File: src/core/ccs_pkg.sv
package ccs_pkg;
  localparam int NCH = 4;
  localparam int NPAR = 7;
  localparam logic [1:0] ETH_CH = 2'h3;
  localparam logic [2:0] PAR_CMD = 3'h0;
  localparam logic [2:0] PAR_SPD = 3'h2;
  localparam logic [2:0] PAR_FREQ = 3'h3;
  localparam logic [2:0] PAR_TRQ = 3'h4;
  localparam logic [2:0] PAR_PID = 3'h5;
  localparam logic [11:0] OFF_CTRL = 12'h000;
  localparam logic [11:0] OFF_QUAL = 12'h004;
  localparam logic [11:0] OFF_INV = 12'h008;
  localparam logic [11:0] OFF_CHSEL = 12'h00c;
  localparam logic [11:0] OFF_TMO = 12'h010;
  localparam logic [11:0] OFF_FLDLY = 12'h014;
  localparam logic [11:0] OFF_FBK = 12'h018;
  localparam logic [11:0] OFF_STAT = 12'h01c;
  localparam logic [31:0] MSK_CTRL = 32'h0000000f;
  localparam logic [31:0] MSK_QUAL = 32'h0000007f;
  localparam logic [31:0] MSK_INV = 32'h7f7f7f7f;
  localparam logic [31:0] MSK_CHSEL = 32'h00000033;
  localparam logic [31:0] MSK_TMO = 32'h0000ffff;
  localparam logic [31:0] MSK_FLDLY = 32'h00ffffff;
  localparam logic [31:0] MSK_FBK = 32'h0000ffff;
  localparam logic [31:0] RST_CTRL = 32'h00000000;
  localparam logic [31:0] RST_QUAL = 32'h0000006d;
  localparam logic [31:0] RST_INV = 32'h09090909;
  localparam logic [31:0] RST_CHSEL = 32'h00000000;
  localparam logic [31:0] RST_TMO = 32'h00000000;
  localparam logic [31:0] RST_FLDLY = 32'h00000000;
  localparam logic [31:0] RST_FBK = 32'h00000000;
  localparam int CT_CFG = 0;
  localparam int CT_REACT = 1;
  localparam int CT_MOTION = 3;
  localparam int ST_ARM = 0;
  localparam int ST_EN = 4;
  localparam int ST_CINT = 8;
  localparam int ST_ETHE = 9;
  localparam int ST_PERMIT = 10;
  localparam int CLK_HZ = 20_000_000;
  localparam int BLINK_MS = 250;
  localparam int BLINK_CYC = CLK_HZ / 1000 * BLINK_MS;
  localparam int TICK_MS = 1;
  localparam int MS_CYC = CLK_HZ / 1000 * TICK_MS;
  typedef enum logic [1:0] {REACT_FAULT, REACT_HOLD, REACT_FALLBACK, REACT_NONE} ccs_react_e;
  typedef enum logic [1:0] {FL_REMOTE, FL_LOCAL, FL_DELAY} ccs_fl_e;
  typedef struct packed {
    logic [1:0]  chan;
    logic [2:0]  param;
    logic [15:0] data;
    logic        single_reg;
  } ccs_wr_s;
  typedef struct packed {
    logic green;
    logic red;
  } ccs_led_s;
endpackage

File: src/core/ccs_supervisor.sv
`timescale 1ns/10ps
`default_nettype none
module ccs_supervisor import ccs_pkg::*; #(
  parameter int BLINK_CYCLES = BLINK_CYC, // LED half period
  parameter int MS_CYCLES    = MS_CYC     // Timeout tick
) (
  input  wire logic        clk,                 // System clock
  input  wire logic        rst,                 // Async reset
  input  wire logic [11:0] s_axi_awaddr,        // Write address
  input  wire logic        s_axi_awvalid,       // Write address valid
  output logic             s_axi_awready,       // Write address ready
  input  wire logic [31:0] s_axi_wdata,         // Write data
  input  wire logic [3:0]  s_axi_wstrb,         // Byte enables
  input  wire logic        s_axi_wvalid,        // Write data valid
  output logic             s_axi_wready,        // Write data ready
  output logic [1:0]       s_axi_bresp,         // Write response
  output logic             s_axi_bvalid,        // Response valid
  input  wire logic        s_axi_bready,        // Response ready
  input  wire logic [11:0] s_axi_araddr,        // Read address
  input  wire logic        s_axi_arvalid,       // Read address valid
  output logic             s_axi_arready,       // Read address ready
  output logic [31:0]      s_axi_rdata,         // Read data
  output logic [1:0]       s_axi_rresp,         // Read response
  output logic             s_axi_rvalid,        // Read valid
  input  wire logic        s_axi_rready,        // Read ready
  input  wire logic        wr_valid,            // Parameter write strobe
  input  wire ccs_wr_s     wr,                  // Parameter write
  input  wire logic [3:0]  chan_warn,           // Per-channel warning
  input  wire logic        eth_dup_addr,        // Address duplication
  input  wire logic        eth_fdr_err,         // Replacement procedure error
  input  wire logic        eth_overload,        // Bus overload
  input  wire logic        remote_mode,         // Drive in remote mode
  input  wire logic        final_comm_phase,    // Motion net at final phase
  input  wire logic        forced_local,        // Forced local active
  input  wire logic        local_run,           // Local run command
  input  wire logic        local_dir,           // Local direction, 1 reverse
  input  wire logic [15:0] local_reference,     // Local reference
  input  wire logic        major_err,           // Major error seen
  input  wire logic        minor_err,           // Minor error present
  input  wire logic        ip_valid,            // Address assigned
  input  wire logic        ip_dup,              // Duplicate address
  input  wire logic        conn_up,             // Command connection up
  input  wire logic        conn_lost,           // Command connection lost
  output ccs_led_s         module_status_led,   // Module status LED
  output ccs_led_s         network_status_led,  // Network status LED
  output logic [15:0]      active_control_word, // Control word in use
  output logic [15:0]      active_freq_reference, // 0.1 Hz units
  output logic [15:0]      active_speed_reference, // Speed reference
  output logic [15:0]      active_torque_reference, // 0.1 % units
  output logic [15:0]      pid_setpoint,        // PID setpoint
  output logic             start_permit,        // Motor may start
  output logic             net_comm_interruption_error, // Embedded net error
  output logic             comm_interrupt,      // Interruption flag
  output logic             fault_request,       // Reaction: fault
  output logic             hold_last,           // Reaction: hold
  output logic             use_fallback         // Reaction: fallback
);
  localparam int BW = $clog2(BLINK_CYCLES);
  localparam int MW = $clog2(MS_CYCLES);

  logic [31:0] ctrl_r, qual_r, inv_r, chsel_r, tmo_r, fldly_r, fbk_r;
  logic        aw_q, w_q, do_wr, clr_cint, clr_ethe;
  logic [11:0] aw_addr;
  logic [31:0] w_data, wd_m, stat_word, rd_word;
  logic [3:0]  w_strb;
  logic [15:0] store [NCH][NPAR];
  logic [NCH-1:0][NPAR-1:0] written;
  logic [NCH-1:0] armed, enabled, warn_all;
  logic [1:0]  cmd_ch, ref_ch;
  ccs_react_e  react;
  ccs_fl_e     fl_state;
  logic [23:0] dly_cnt;
  logic        fl_exit, sup_ok, evt, eth_warn, eth_tmo, ms_tick, net_ok;
  logic [MW-1:0] ms_cnt;
  logic [15:0] tmo_cnt;
  logic [BW-1:0] blink_cnt;
  logic        blink, major_seen;

  // Byte-lane merge for partial AXI writes
  function automatic logic [31:0] merge(input logic [31:0] o, input logic [31:0] d,
                                        input logic [3:0] s);
    logic [31:0] m;
    m = '0;
    for (int i = 0; i < 4; i++) m[i*8 +: 8] = {8{s[i]}};
    return (o & ~m) | (d & m);
  endfunction

  // Offsets that answer OKAY; everything else gets SLVERR
  function automatic logic reg_known(input logic [11:0] a);
    return a == OFF_CTRL || a == OFF_QUAL || a == OFF_INV || a == OFF_CHSEL ||
           a == OFF_TMO || a == OFF_FLDLY || a == OFF_FBK || a == OFF_STAT;
  endfunction

  // A parameter qualifies for arming when its mask bit is set
  function automatic logic qual(input logic [31:0] q, input logic [2:0] p);
    return q[p];
  endfunction

  assign cmd_ch = chsel_r[1:0];
  assign ref_ch = chsel_r[5:4];
  assign react  = ccs_react_e'(ctrl_r[CT_REACT +: 2]);

  // AXI write side: address and data taken independently, then one response
  assign s_axi_awready = !aw_q && !s_axi_bvalid;
  assign s_axi_wready  = !w_q && !s_axi_bvalid;
  assign do_wr         = aw_q && w_q && !s_axi_bvalid;
  assign wd_m          = merge(32'h0, w_data, w_strb);
  assign clr_cint      = do_wr && aw_addr == OFF_STAT && wd_m[ST_CINT];
  assign clr_ethe      = do_wr && aw_addr == OFF_STAT && wd_m[ST_ETHE];

  always_ff @(posedge clk or posedge rst) begin
    if (rst) begin
      aw_q <= 1'b0;
      aw_addr <= 12'h0;
    end else if (s_axi_awvalid && s_axi_awready) begin
      aw_q <= 1'b1;
      aw_addr <= s_axi_awaddr;
    end else if (do_wr) begin
      aw_q <= 1'b0;
    end
  end

  always_ff @(posedge clk or posedge rst) begin
    if (rst) begin
      w_q <= 1'b0;
      w_data <= 32'h0;
      w_strb <= 4'h0;
    end else if (s_axi_wvalid && s_axi_wready) begin
      w_q <= 1'b1;
      w_data <= s_axi_wdata;
      w_strb <= s_axi_wstrb;
    end else if (do_wr) begin
      w_q <= 1'b0;
    end
  end

  always_ff @(posedge clk or posedge rst) begin
    if (rst) begin
      s_axi_bvalid <= 1'b0;
      s_axi_bresp <= 2'h0;
    end else if (do_wr) begin
      s_axi_bvalid <= 1'b1;
      s_axi_bresp <= reg_known(aw_addr) ? 2'h0 : 2'h2;
    end else if (s_axi_bready) begin
      s_axi_bvalid <= 1'b0;
    end
  end

  // Configuration registers; reserved bits are masked to read zero
  always_ff @(posedge clk or posedge rst) begin
    if (rst) begin
      ctrl_r <= RST_CTRL;
      qual_r <= RST_QUAL;
      inv_r <= RST_INV;
      chsel_r <= RST_CHSEL;
      tmo_r <= RST_TMO;
      fldly_r <= RST_FLDLY;
      fbk_r <= RST_FBK;
    end else if (do_wr) begin
      case (aw_addr)
        OFF_CTRL:  ctrl_r <= merge(ctrl_r, w_data, w_strb) & MSK_CTRL;
        OFF_QUAL:  qual_r <= merge(qual_r, w_data, w_strb) & MSK_QUAL;
        OFF_INV:   inv_r <= merge(inv_r, w_data, w_strb) & MSK_INV;
        OFF_CHSEL: chsel_r <= merge(chsel_r, w_data, w_strb) & MSK_CHSEL;
        OFF_TMO:   tmo_r <= merge(tmo_r, w_data, w_strb) & MSK_TMO;
        OFF_FLDLY: fldly_r <= merge(fldly_r, w_data, w_strb) & MSK_FLDLY;
        OFF_FBK:   fbk_r <= merge(fbk_r, w_data, w_strb) & MSK_FBK;
        default:   ;
      endcase
    end
  end

  // Status word shows the supervisor's own state
  always_comb begin
    stat_word = 32'h0;
    stat_word[ST_ARM +: NCH] = armed;
    stat_word[ST_EN +: NCH] = enabled;
    stat_word[ST_CINT] = comm_interrupt;
    stat_word[ST_ETHE] = net_comm_interruption_error;
    stat_word[ST_PERMIT] = start_permit;
  end

  always_comb begin
    case (s_axi_araddr)
      OFF_CTRL:  rd_word = ctrl_r;
      OFF_QUAL:  rd_word = qual_r;
      OFF_INV:   rd_word = inv_r;
      OFF_CHSEL: rd_word = chsel_r;
      OFF_TMO:   rd_word = tmo_r;
      OFF_FLDLY: rd_word = fldly_r;
      OFF_FBK:   rd_word = fbk_r;
      OFF_STAT:  rd_word = stat_word;
      default:   rd_word = 32'h0;
    endcase
  end

  // AXI read side: one beat, data registered at the address handshake
  assign s_axi_arready = !s_axi_rvalid;
  always_ff @(posedge clk or posedge rst) begin
    if (rst) begin
      s_axi_rvalid <= 1'b0;
      s_axi_rdata <= 32'h0;
      s_axi_rresp <= 2'h0;
    end else if (s_axi_arvalid && s_axi_arready) begin
      s_axi_rvalid <= 1'b1;
      s_axi_rdata <= rd_word;
      s_axi_rresp <= reg_known(s_axi_araddr) ? 2'h0 : 2'h2;
    end else if (s_axi_rready) begin
      s_axi_rvalid <= 1'b0;
    end
  end

  // Parameter store, one word per channel and parameter; no reset needed
  always_ff @(posedge clk) begin
    if (wr_valid) begin
      store[wr.chan][wr.param] <= wr.data;
    end else if (fl_exit) begin
      store[cmd_ch][PAR_CMD] <= {14'h0, local_run && local_dir,
                                 local_run && !local_dir};
      store[ref_ch][PAR_FREQ] <= local_reference;
    end
  end

  // Per-channel written, armed and enabled tracking
  for (genvar c = 0; c < NCH; c++) begin : g_ch
    localparam logic [1:0] CH = 2'(c);
    logic [NPAR-1:0] wbits;
    logic            arm, hit;
    logic [NPAR-1:0] inv;
    assign hit = wr_valid && wr.chan == CH;
    assign inv = inv_r[c*8 +: NPAR];
    // Writes win over a warning in the same cycle; forced local holds all clear
    always_ff @(posedge clk or posedge rst) begin
      if (rst) begin
        wbits <= '0;
      end else if (fl_state == FL_LOCAL) begin
        wbits <= '0;
      end else begin
        wbits <= (warn_all[c] ? '0 : wbits) |
                 (hit ? NPAR'(1) << wr.param : '0);
      end
    end
    always_ff @(posedge clk or posedge rst) begin
      if (rst) begin
        arm <= 1'b0;
      end else if (hit && qual(qual_r, wr.param)) begin
        arm <= 1'b1;
      end
    end
    assign written[c] = wbits;
    assign armed[c] = arm;
    assign enabled[c] = |inv && &(wbits | ~inv);
  end

  // Millisecond tick for the control-word timeout
  always_ff @(posedge clk or posedge rst) begin
    if (rst) begin
      ms_cnt <= '0;
    end else if (ms_cnt == MW'(MS_CYCLES - 1)) begin
      ms_cnt <= '0;
    end else begin
      ms_cnt <= ms_cnt + 1'b1;
    end
  end
  assign ms_tick = ms_cnt == MW'(MS_CYCLES - 1);

  // Embedded channel timeout; saturates so it never wraps back to quiet
  always_ff @(posedge clk or posedge rst) begin
    if (rst) begin
      tmo_cnt <= 16'h0;
    end else if (wr_valid && wr.chan == ETH_CH && wr.param == PAR_CMD) begin
      tmo_cnt <= 16'h0;
    end else if (ms_tick && armed[ETH_CH] && tmo_cnt != 16'hffff) begin
      tmo_cnt <= tmo_cnt + 1'b1;
    end
  end
  assign eth_tmo = tmo_r[15:0] != 16'h0 && armed[ETH_CH] && tmo_cnt >= tmo_r[15:0];
  assign eth_warn = eth_tmo || eth_dup_addr || eth_fdr_err || eth_overload;
  assign warn_all = chan_warn | (NCH'(eth_warn) << ETH_CH);

  // Sticky embedded network error; a new error beats a clear
  always_ff @(posedge clk or posedge rst) begin
    if (rst) begin
      net_comm_interruption_error <= 1'b0;
    end else if (eth_warn) begin
      net_comm_interruption_error <= 1'b1;
    end else if (clr_ethe) begin
      net_comm_interruption_error <= 1'b0;
    end
  end

  // Forced local sequencing with programmable exit delay
  assign fl_exit = fl_state == FL_LOCAL && !forced_local;
  always_ff @(posedge clk or posedge rst) begin
    if (rst) begin
      fl_state <= FL_REMOTE;
      dly_cnt <= 24'h0;
    end else begin
      case (fl_state)
        FL_REMOTE: if (forced_local) fl_state <= FL_LOCAL;
        FL_LOCAL: begin
          if (!forced_local) begin
            fl_state <= FL_DELAY;
            dly_cnt <= 24'h0;
          end
        end
        FL_DELAY: begin
          if (forced_local) begin
            fl_state <= FL_LOCAL;
          end else if (dly_cnt >= fldly_r[23:0]) begin
            fl_state <= FL_REMOTE;
          end else begin
            dly_cnt <= dly_cnt + 1'b1;
          end
        end
        default: fl_state <= FL_REMOTE;
      endcase
    end
  end

  // Supervision gate: motion network only at final phase, never during delay
  assign sup_ok = remote_mode && (!ctrl_r[CT_MOTION] || final_comm_phase) &&
                  fl_state == FL_REMOTE;
  assign evt = sup_ok && |(warn_all & armed);

  always_ff @(posedge clk or posedge rst) begin
    if (rst) begin
      comm_interrupt <= 1'b0;
    end else if (evt) begin
      comm_interrupt <= 1'b1;
    end else if (clr_cint) begin
      comm_interrupt <= 1'b0;
    end
  end

  assign fault_request = comm_interrupt && react == REACT_FAULT;
  assign hold_last = comm_interrupt && react == REACT_HOLD;
  assign use_fallback = comm_interrupt && react == REACT_FALLBACK;
  assign net_ok = enabled[cmd_ch] && enabled[ref_ch] && fl_state == FL_REMOTE;

  // Start permission needs both active channels enabled
  always_ff @(posedge clk or posedge rst) begin
    if (rst) begin
      start_permit <= 1'b0;
    end else begin
      start_permit <= net_ok && !fault_request;
    end
  end

  // Selected words; control word stays zero until fresh words arrived
  always_ff @(posedge clk or posedge rst) begin
    if (rst) begin
      active_control_word <= 16'h0;
      active_freq_reference <= 16'h0;
      active_speed_reference <= 16'h0;
      active_torque_reference <= 16'h0;
      pid_setpoint <= 16'h0;
    end else if (!hold_last) begin
      active_control_word <= net_ok ? store[cmd_ch][PAR_CMD] : 16'h0;
      active_freq_reference <= use_fallback ? fbk_r[15:0] :
                               store[ref_ch][PAR_FREQ];
      active_speed_reference <= store[ref_ch][PAR_SPD];
      active_torque_reference <= store[ref_ch][PAR_TRQ];
      pid_setpoint <= store[ref_ch][PAR_PID];
    end
  end

  // Blink divider shared by both LEDs
  always_ff @(posedge clk or posedge rst) begin
    if (rst) begin
      blink_cnt <= '0;
      blink <= 1'b0;
    end else if (blink_cnt == BW'(BLINK_CYCLES - 1)) begin
      blink_cnt <= '0;
      blink <= !blink;
    end else begin
      blink_cnt <= blink_cnt + 1'b1;
    end
  end

  // A major error is not recoverable, so only reset clears it
  always_ff @(posedge clk or posedge rst) begin
    if (rst) begin
      major_seen <= 1'b0;
    end else if (major_err) begin
      major_seen <= 1'b1;
    end
  end

  always_ff @(posedge clk or posedge rst) begin
    if (rst) begin
      module_status_led <= '0;
    end else if (major_seen) begin
      module_status_led <= '{green: 1'b0, red: 1'b1};
    end else if (minor_err || comm_interrupt) begin
      module_status_led <= '{green: 1'b0, red: blink};
    end else if (!ctrl_r[CT_CFG]) begin
      module_status_led <= '{green: blink, red: 1'b0};
    end else begin
      module_status_led <= '{green: 1'b1, red: 1'b0};
    end
  end

  always_ff @(posedge clk or posedge rst) begin
    if (rst) begin
      network_status_led <= '0;
    end else if (ip_dup) begin
      network_status_led <= '{green: 1'b0, red: 1'b1};
    end else if (conn_lost || eth_tmo) begin
      network_status_led <= '{green: 1'b0, red: blink};
    end else if (conn_up) begin
      network_status_led <= '{green: 1'b1, red: 1'b0};
    end else begin
      network_status_led <= '{green: ip_valid && blink, red: 1'b0};
    end
  end

  // Checks
  arm_on_write_a: assert property (@(posedge clk) disable iff (rst)
    wr_valid && qual(qual_r, wr.param) |=> armed[$past(wr.chan)])
    else $error("qualifying write did not arm channel");
  unarmed_quiet_a: assert property (@(posedge clk) disable iff (rst)
    (warn_all & armed) == '0 && !clr_cint && !comm_interrupt |=> !comm_interrupt)
    else $error("interruption from unarmed channel");
  evt_sets_flag_a: assert property (@(posedge clk) disable iff (rst)
    evt |=> comm_interrupt)
    else $error("warning on armed channel lost");
  start_gate_a: assert property (@(posedge clk) disable iff (rst)
    start_permit |-> $past(enabled[cmd_ch] && enabled[ref_ch]))
    else $error("start permitted on disabled channel");
  local_clear_a: assert property (@(posedge clk) disable iff (rst)
    fl_state == FL_LOCAL |=> enabled == '0)
    else $error("channel enabled during forced local");
  delay_supp_a: assert property (@(posedge clk) disable iff (rst)
    fl_state != FL_REMOTE |-> !evt ##1 (fl_state != FL_DELAY || !$rose(comm_interrupt)))
    else $error("supervision during exit delay");
  major_led_a: assert property (@(posedge clk) disable iff (rst)
    major_err |=> ##1 (module_status_led.red && !module_status_led.green) [*3])
    else $error("major error not steady red");
  react_fault_a: assert property (@(posedge clk) disable iff (rst)
    $rose(comm_interrupt) && react == REACT_FAULT |=> !start_permit)
    else $error("fault reaction did not block start");
  eth_err_a: assert property (@(posedge clk) disable iff (rst)
    eth_warn |=> net_comm_interruption_error)
    else $error("embedded network error not raised");
  exit_wait_a: assert property (@(posedge clk) disable iff (rst)
    fl_exit |=> fl_state == FL_DELAY)
    else $error("forced local exit skipped delay");
endmodule // ccs_supervisor
`default_nettype wire

File: config.mk
export PLATFORM = sky130hd
export DESIGN_NAME = ccs_supervisor
export DESIGN_NICKNAME = d
export VERILOG_FILES = /design/src/core/ccs_pkg.sv /design/src/core/ccs_supervisor.sv
export SDC_FILE = /design/constraint.sdc
export NUM_CORES = 1
export LEC_CHECK = 0
export BUFFER_PORTS_ARGS = -buffer_cell sky130_fd_sc_hd__buf_2
export CAP_MARGIN = 20
export CELL_PAD_IN_SITES_DETAIL_PLACEMENT = 1
export CELL_PAD_IN_SITES_GLOBAL_PLACEMENT = 1
export CORE_MARGIN = 2
export CORE_UTILIZATION = 44
export CTS_CLUSTER_DIAMETER = 120
export CTS_CLUSTER_SIZE = 20
export DETAILED_ROUTE_END_ITERATION = 8
export PLACE_DENSITY = 0.82
export SLEW_MARGIN = 0
export SYNTH_ARGS = -nofsm -noshare
export SYNTH_HDL_FRONTEND = slang
export SYNTH_SLANG_ARGS = --single-unit
File: constraint.sdc
create_clock -name clk -period 14 [get_ports clk]
set_clock_uncertainty 0.1 [all_clocks]
set_input_delay 2.8 -clock clk [delete_from_list [all_inputs] [get_ports clk]]
set_output_delay 2.8 -clock clk [all_outputs]
set_load 0.005 [all_outputs]
==> summary.txt <==
Run status
  • Status: completed

Finish
  • Layout cell share with drive strength beyond 1: 23.6%
  • Growth of design area from synthesis to finish: 12.4%
  • Non-Filler Instances: 3420
  • # nets final: 2675
  • FILL cells: 6897
  • Finished Core Util: 50.0%

Power and ir drop
  • Leak: 0.0138 uW
  • Pwr dens: 124 nW/um2
  • Maximum vdd drop: 97.0 uV

Yosys
  • Largest family of logic cells by synthesized area: multiplexers
  • Yosys cell types: 74
  • #FFs+latches synth: 704
  • Synth area leader: edfxtp_1
  • Seq/Total Area, Yosys: 64.3%
  • Synth Warn #: 0
  • Synth top area cells: edfxtp_1 (32%), dfrtp_1 (31%), mux4_2 (6.3%)
  • Gate Count Post-Synth: 2262
  • Post-synthesis compound-gate area fraction: 7.80%
  • List of most frequent post-synthesis cells: dfrtp_1 (371), nand2_1 (337), edfxtp_1 (320), nor2_1 (145), mux2_2 (119)
  • Post-synthesis simple-gate area fraction: 11.0%
  • Asr flop ratio synth: 54.5%
  • Mapped cell area: 29900 um2
  • Post-Synth Adder-Cell Area: ~1.8%
  • Share of synthesized area spent on multiplexers: 11.1%
  • Area fraction of the dominant cell type after synthesis: 32.1%
  • Xor/xnor share of the synthesized area: 1.44%
  • Number of synthesized flops with an enable pin: 320
  • Ys flop type: dfrtp_1
  • Avg Inst Size Synth: between 10 and 15 um2
  • Most common cell in the netlist: dfrtp_1

Floorplanning
  • Area of the core: 67300 um2
  • Top-level port count: about 260
  • Die boundary height: 265 um
  • Die width: 265 um
  • FP Rows: 95
  • Initial Util: 44.5%
  • Die ar.: approximately 70000 um2

Global routing
  • GR Util All Layers: 24.8%
  • First-pass GRT wire length: 132000 um
  • Grt total ovfl: 0
  • Largest net degree at the start of global routing: 174
  • Initial antenna violation count: 16
  • Vias in the first global route: 21200

Detailed routing
  • DR vias/cell: about 5.8
  • WL final: 86700 um
  • Post-DRT Antenna Nets: 0
  • DRC: 0
  • DRC marker count from the first detailed-route iteration: 1798
  • Vias: 19900
  • WL per Instance: roughly 25 um
  • DR pass1 iterations: 6

Timing
  • Max-slew headroom: 27.1%
  • # setup viols final: 0
  • Final Hold Viols: 0
  • Fin crit share: 37.5%
  • Fin crit period: between 5 and 6 ns
  • Max Freq: 0.190 GHz
  • RSZ-0062 raised after global routing: false
  • Setup tns final: 0 ns
  • Final setup margin: around 9 ns
  • Least-Margin Pin Slew: 1.09 ns
  • Final slew viol count: 0

Critical path
  • Crit path from: comm_interrupt
  • Crit Path Max Fanout: 17
  • Worst Path Required: 11.10 ns
  • Data arrival time of the worst path: 2.36 ns
  • Setup crit end: use_fallback
  • WS Path Type: flip-flop to output pin
  • R2R Path Start: fl_state[1]
  • Startpoint types: flip-flop
  • Reg-to-reg endpoint: store[0][56]
  • Reg2reg setup slack: 10.39 ns
  • Worst setup EP type: output pin
  • Reg2reg path depth: 5

Clocking
  • Clk Latency, worst-skew pair: 0.61 ns
  • CTS Root Cell: clkbuf_16
  • Worst-path clk slew: 0.09 ns
  • CTS buffer count: 41
  • Clk buf depth: 3
  • CTS hold repair buffers: 0
  • Setup repair bufs after CTS: 0
  • PostCTS Resize Cnt: 0
  • Max H-tree Level: 2
  • Clock sink count: 704
  • CTS tree: yes

Place
  • Port bufs: 249
  • Place WS: 8.20 ns
  • DP HPWL: ~61000 um
  • GP Congestion: 0.898
  • Post-Place Cells: 3327

Hold path
  • Worst hold path type: flip-flop to flip-flop
  • Hold_sp: active_torque_reference[5]

Run
  • Max-cap violations: 0
## metrics by stage
step,power [uW],hold slack [ns],area (um2)
after floorplan,2700,0.315,29900
after global placement,2890,0.336,32200
after detailed placement,2930,0.352,32200
after CTS,4190,0.378,33500
after global routing,4320,0.405,33600
final,4170,0.377,33600
## where the power goes
part           switching (uW)  leakage [uW]  internal, uW  total [uW]
Sequential                164       0.00783          2300        2460
Combinational             239       0.00540           194         432
Clock                     699      0.000578           578        1280
## logic make-up after synthesis
| family | count (synthesis) |
|---|---|
| adder cells (fa/ha/maj) | 44 |
| multiplexers | 211 |
| XOR/XNOR | 49 |
| buffers and inverters | 192 |
| other | 1 |
| AND/OR/NAND/NOR | 716 |
| AO/OA/AOI/OAI | 345 |
| flip-flops | 704 |
## worst max-delay path: stages (launching register included)
cell	delay (ns)
dfrtp_1	0.55
nand3b_1	0.18
buf_4	0.26
clkinv_1	0.44
buf_2	0.30
## layout make-up
| cell class | instances | area, um2 | area share [%] |
|---|---|---|---|
| flip-flops and latches | 704 | 19200 | 57.2 |
| multi-input cells | 1368 | 9960 | 29.7 |
| repair buffers | 305 | 1740 | 5.17 |
| clock buffers | 73 | 1170 | 3.47 |
| well taps | 873 | 1090 | 3.25 |
| inverters | 87 | 334 | 0.994 |
| clock inverters | 3 | 52.6 | 0.156 |
| diodes | 7 | 17.5 | 0.0521 |
## per-layer routing
layer | vias to the layer above | global-route usage, % | routed length [um]
li1 | 8701 | - | -
met2 | 622 | 43.5 | 43900
met3 | 124 | 4.21 | 5680
met5 | - | 0 | 123
met1 | 10500 | 32.1 | 34800
met4 | 20 | 6.43 | 2220
## worst min path at each step
stage	end	slack, ns	depth (start not counted)
finish	active_torque_reference[5]	0.38	2
global route	active_torque_reference[5]	0.40	2
floorplan	module_status_led[1]	0.31	1
detailed placement	active_torque_reference[5]	0.35	2
global placement	module_status_led[1]	0.34	1
CTS	blink_cnt[4]	0.38	1
## cell usage in the layout (no fill, tap or decap), drive strengths merged, types with 53 or more instances in the layout
cell	Yosys	routed
clkbuf	81	74
nor2	145	145
a21o	70	70
edfxtp	320	320
mux4	84	84
inv	86	88
o21ai	83	83
nand2	337	337
dfrtp	371	371
buf	24	304
nand3	53	53
mux2	119	119
No activity file was read; power rests on OpenSTA's default activity.
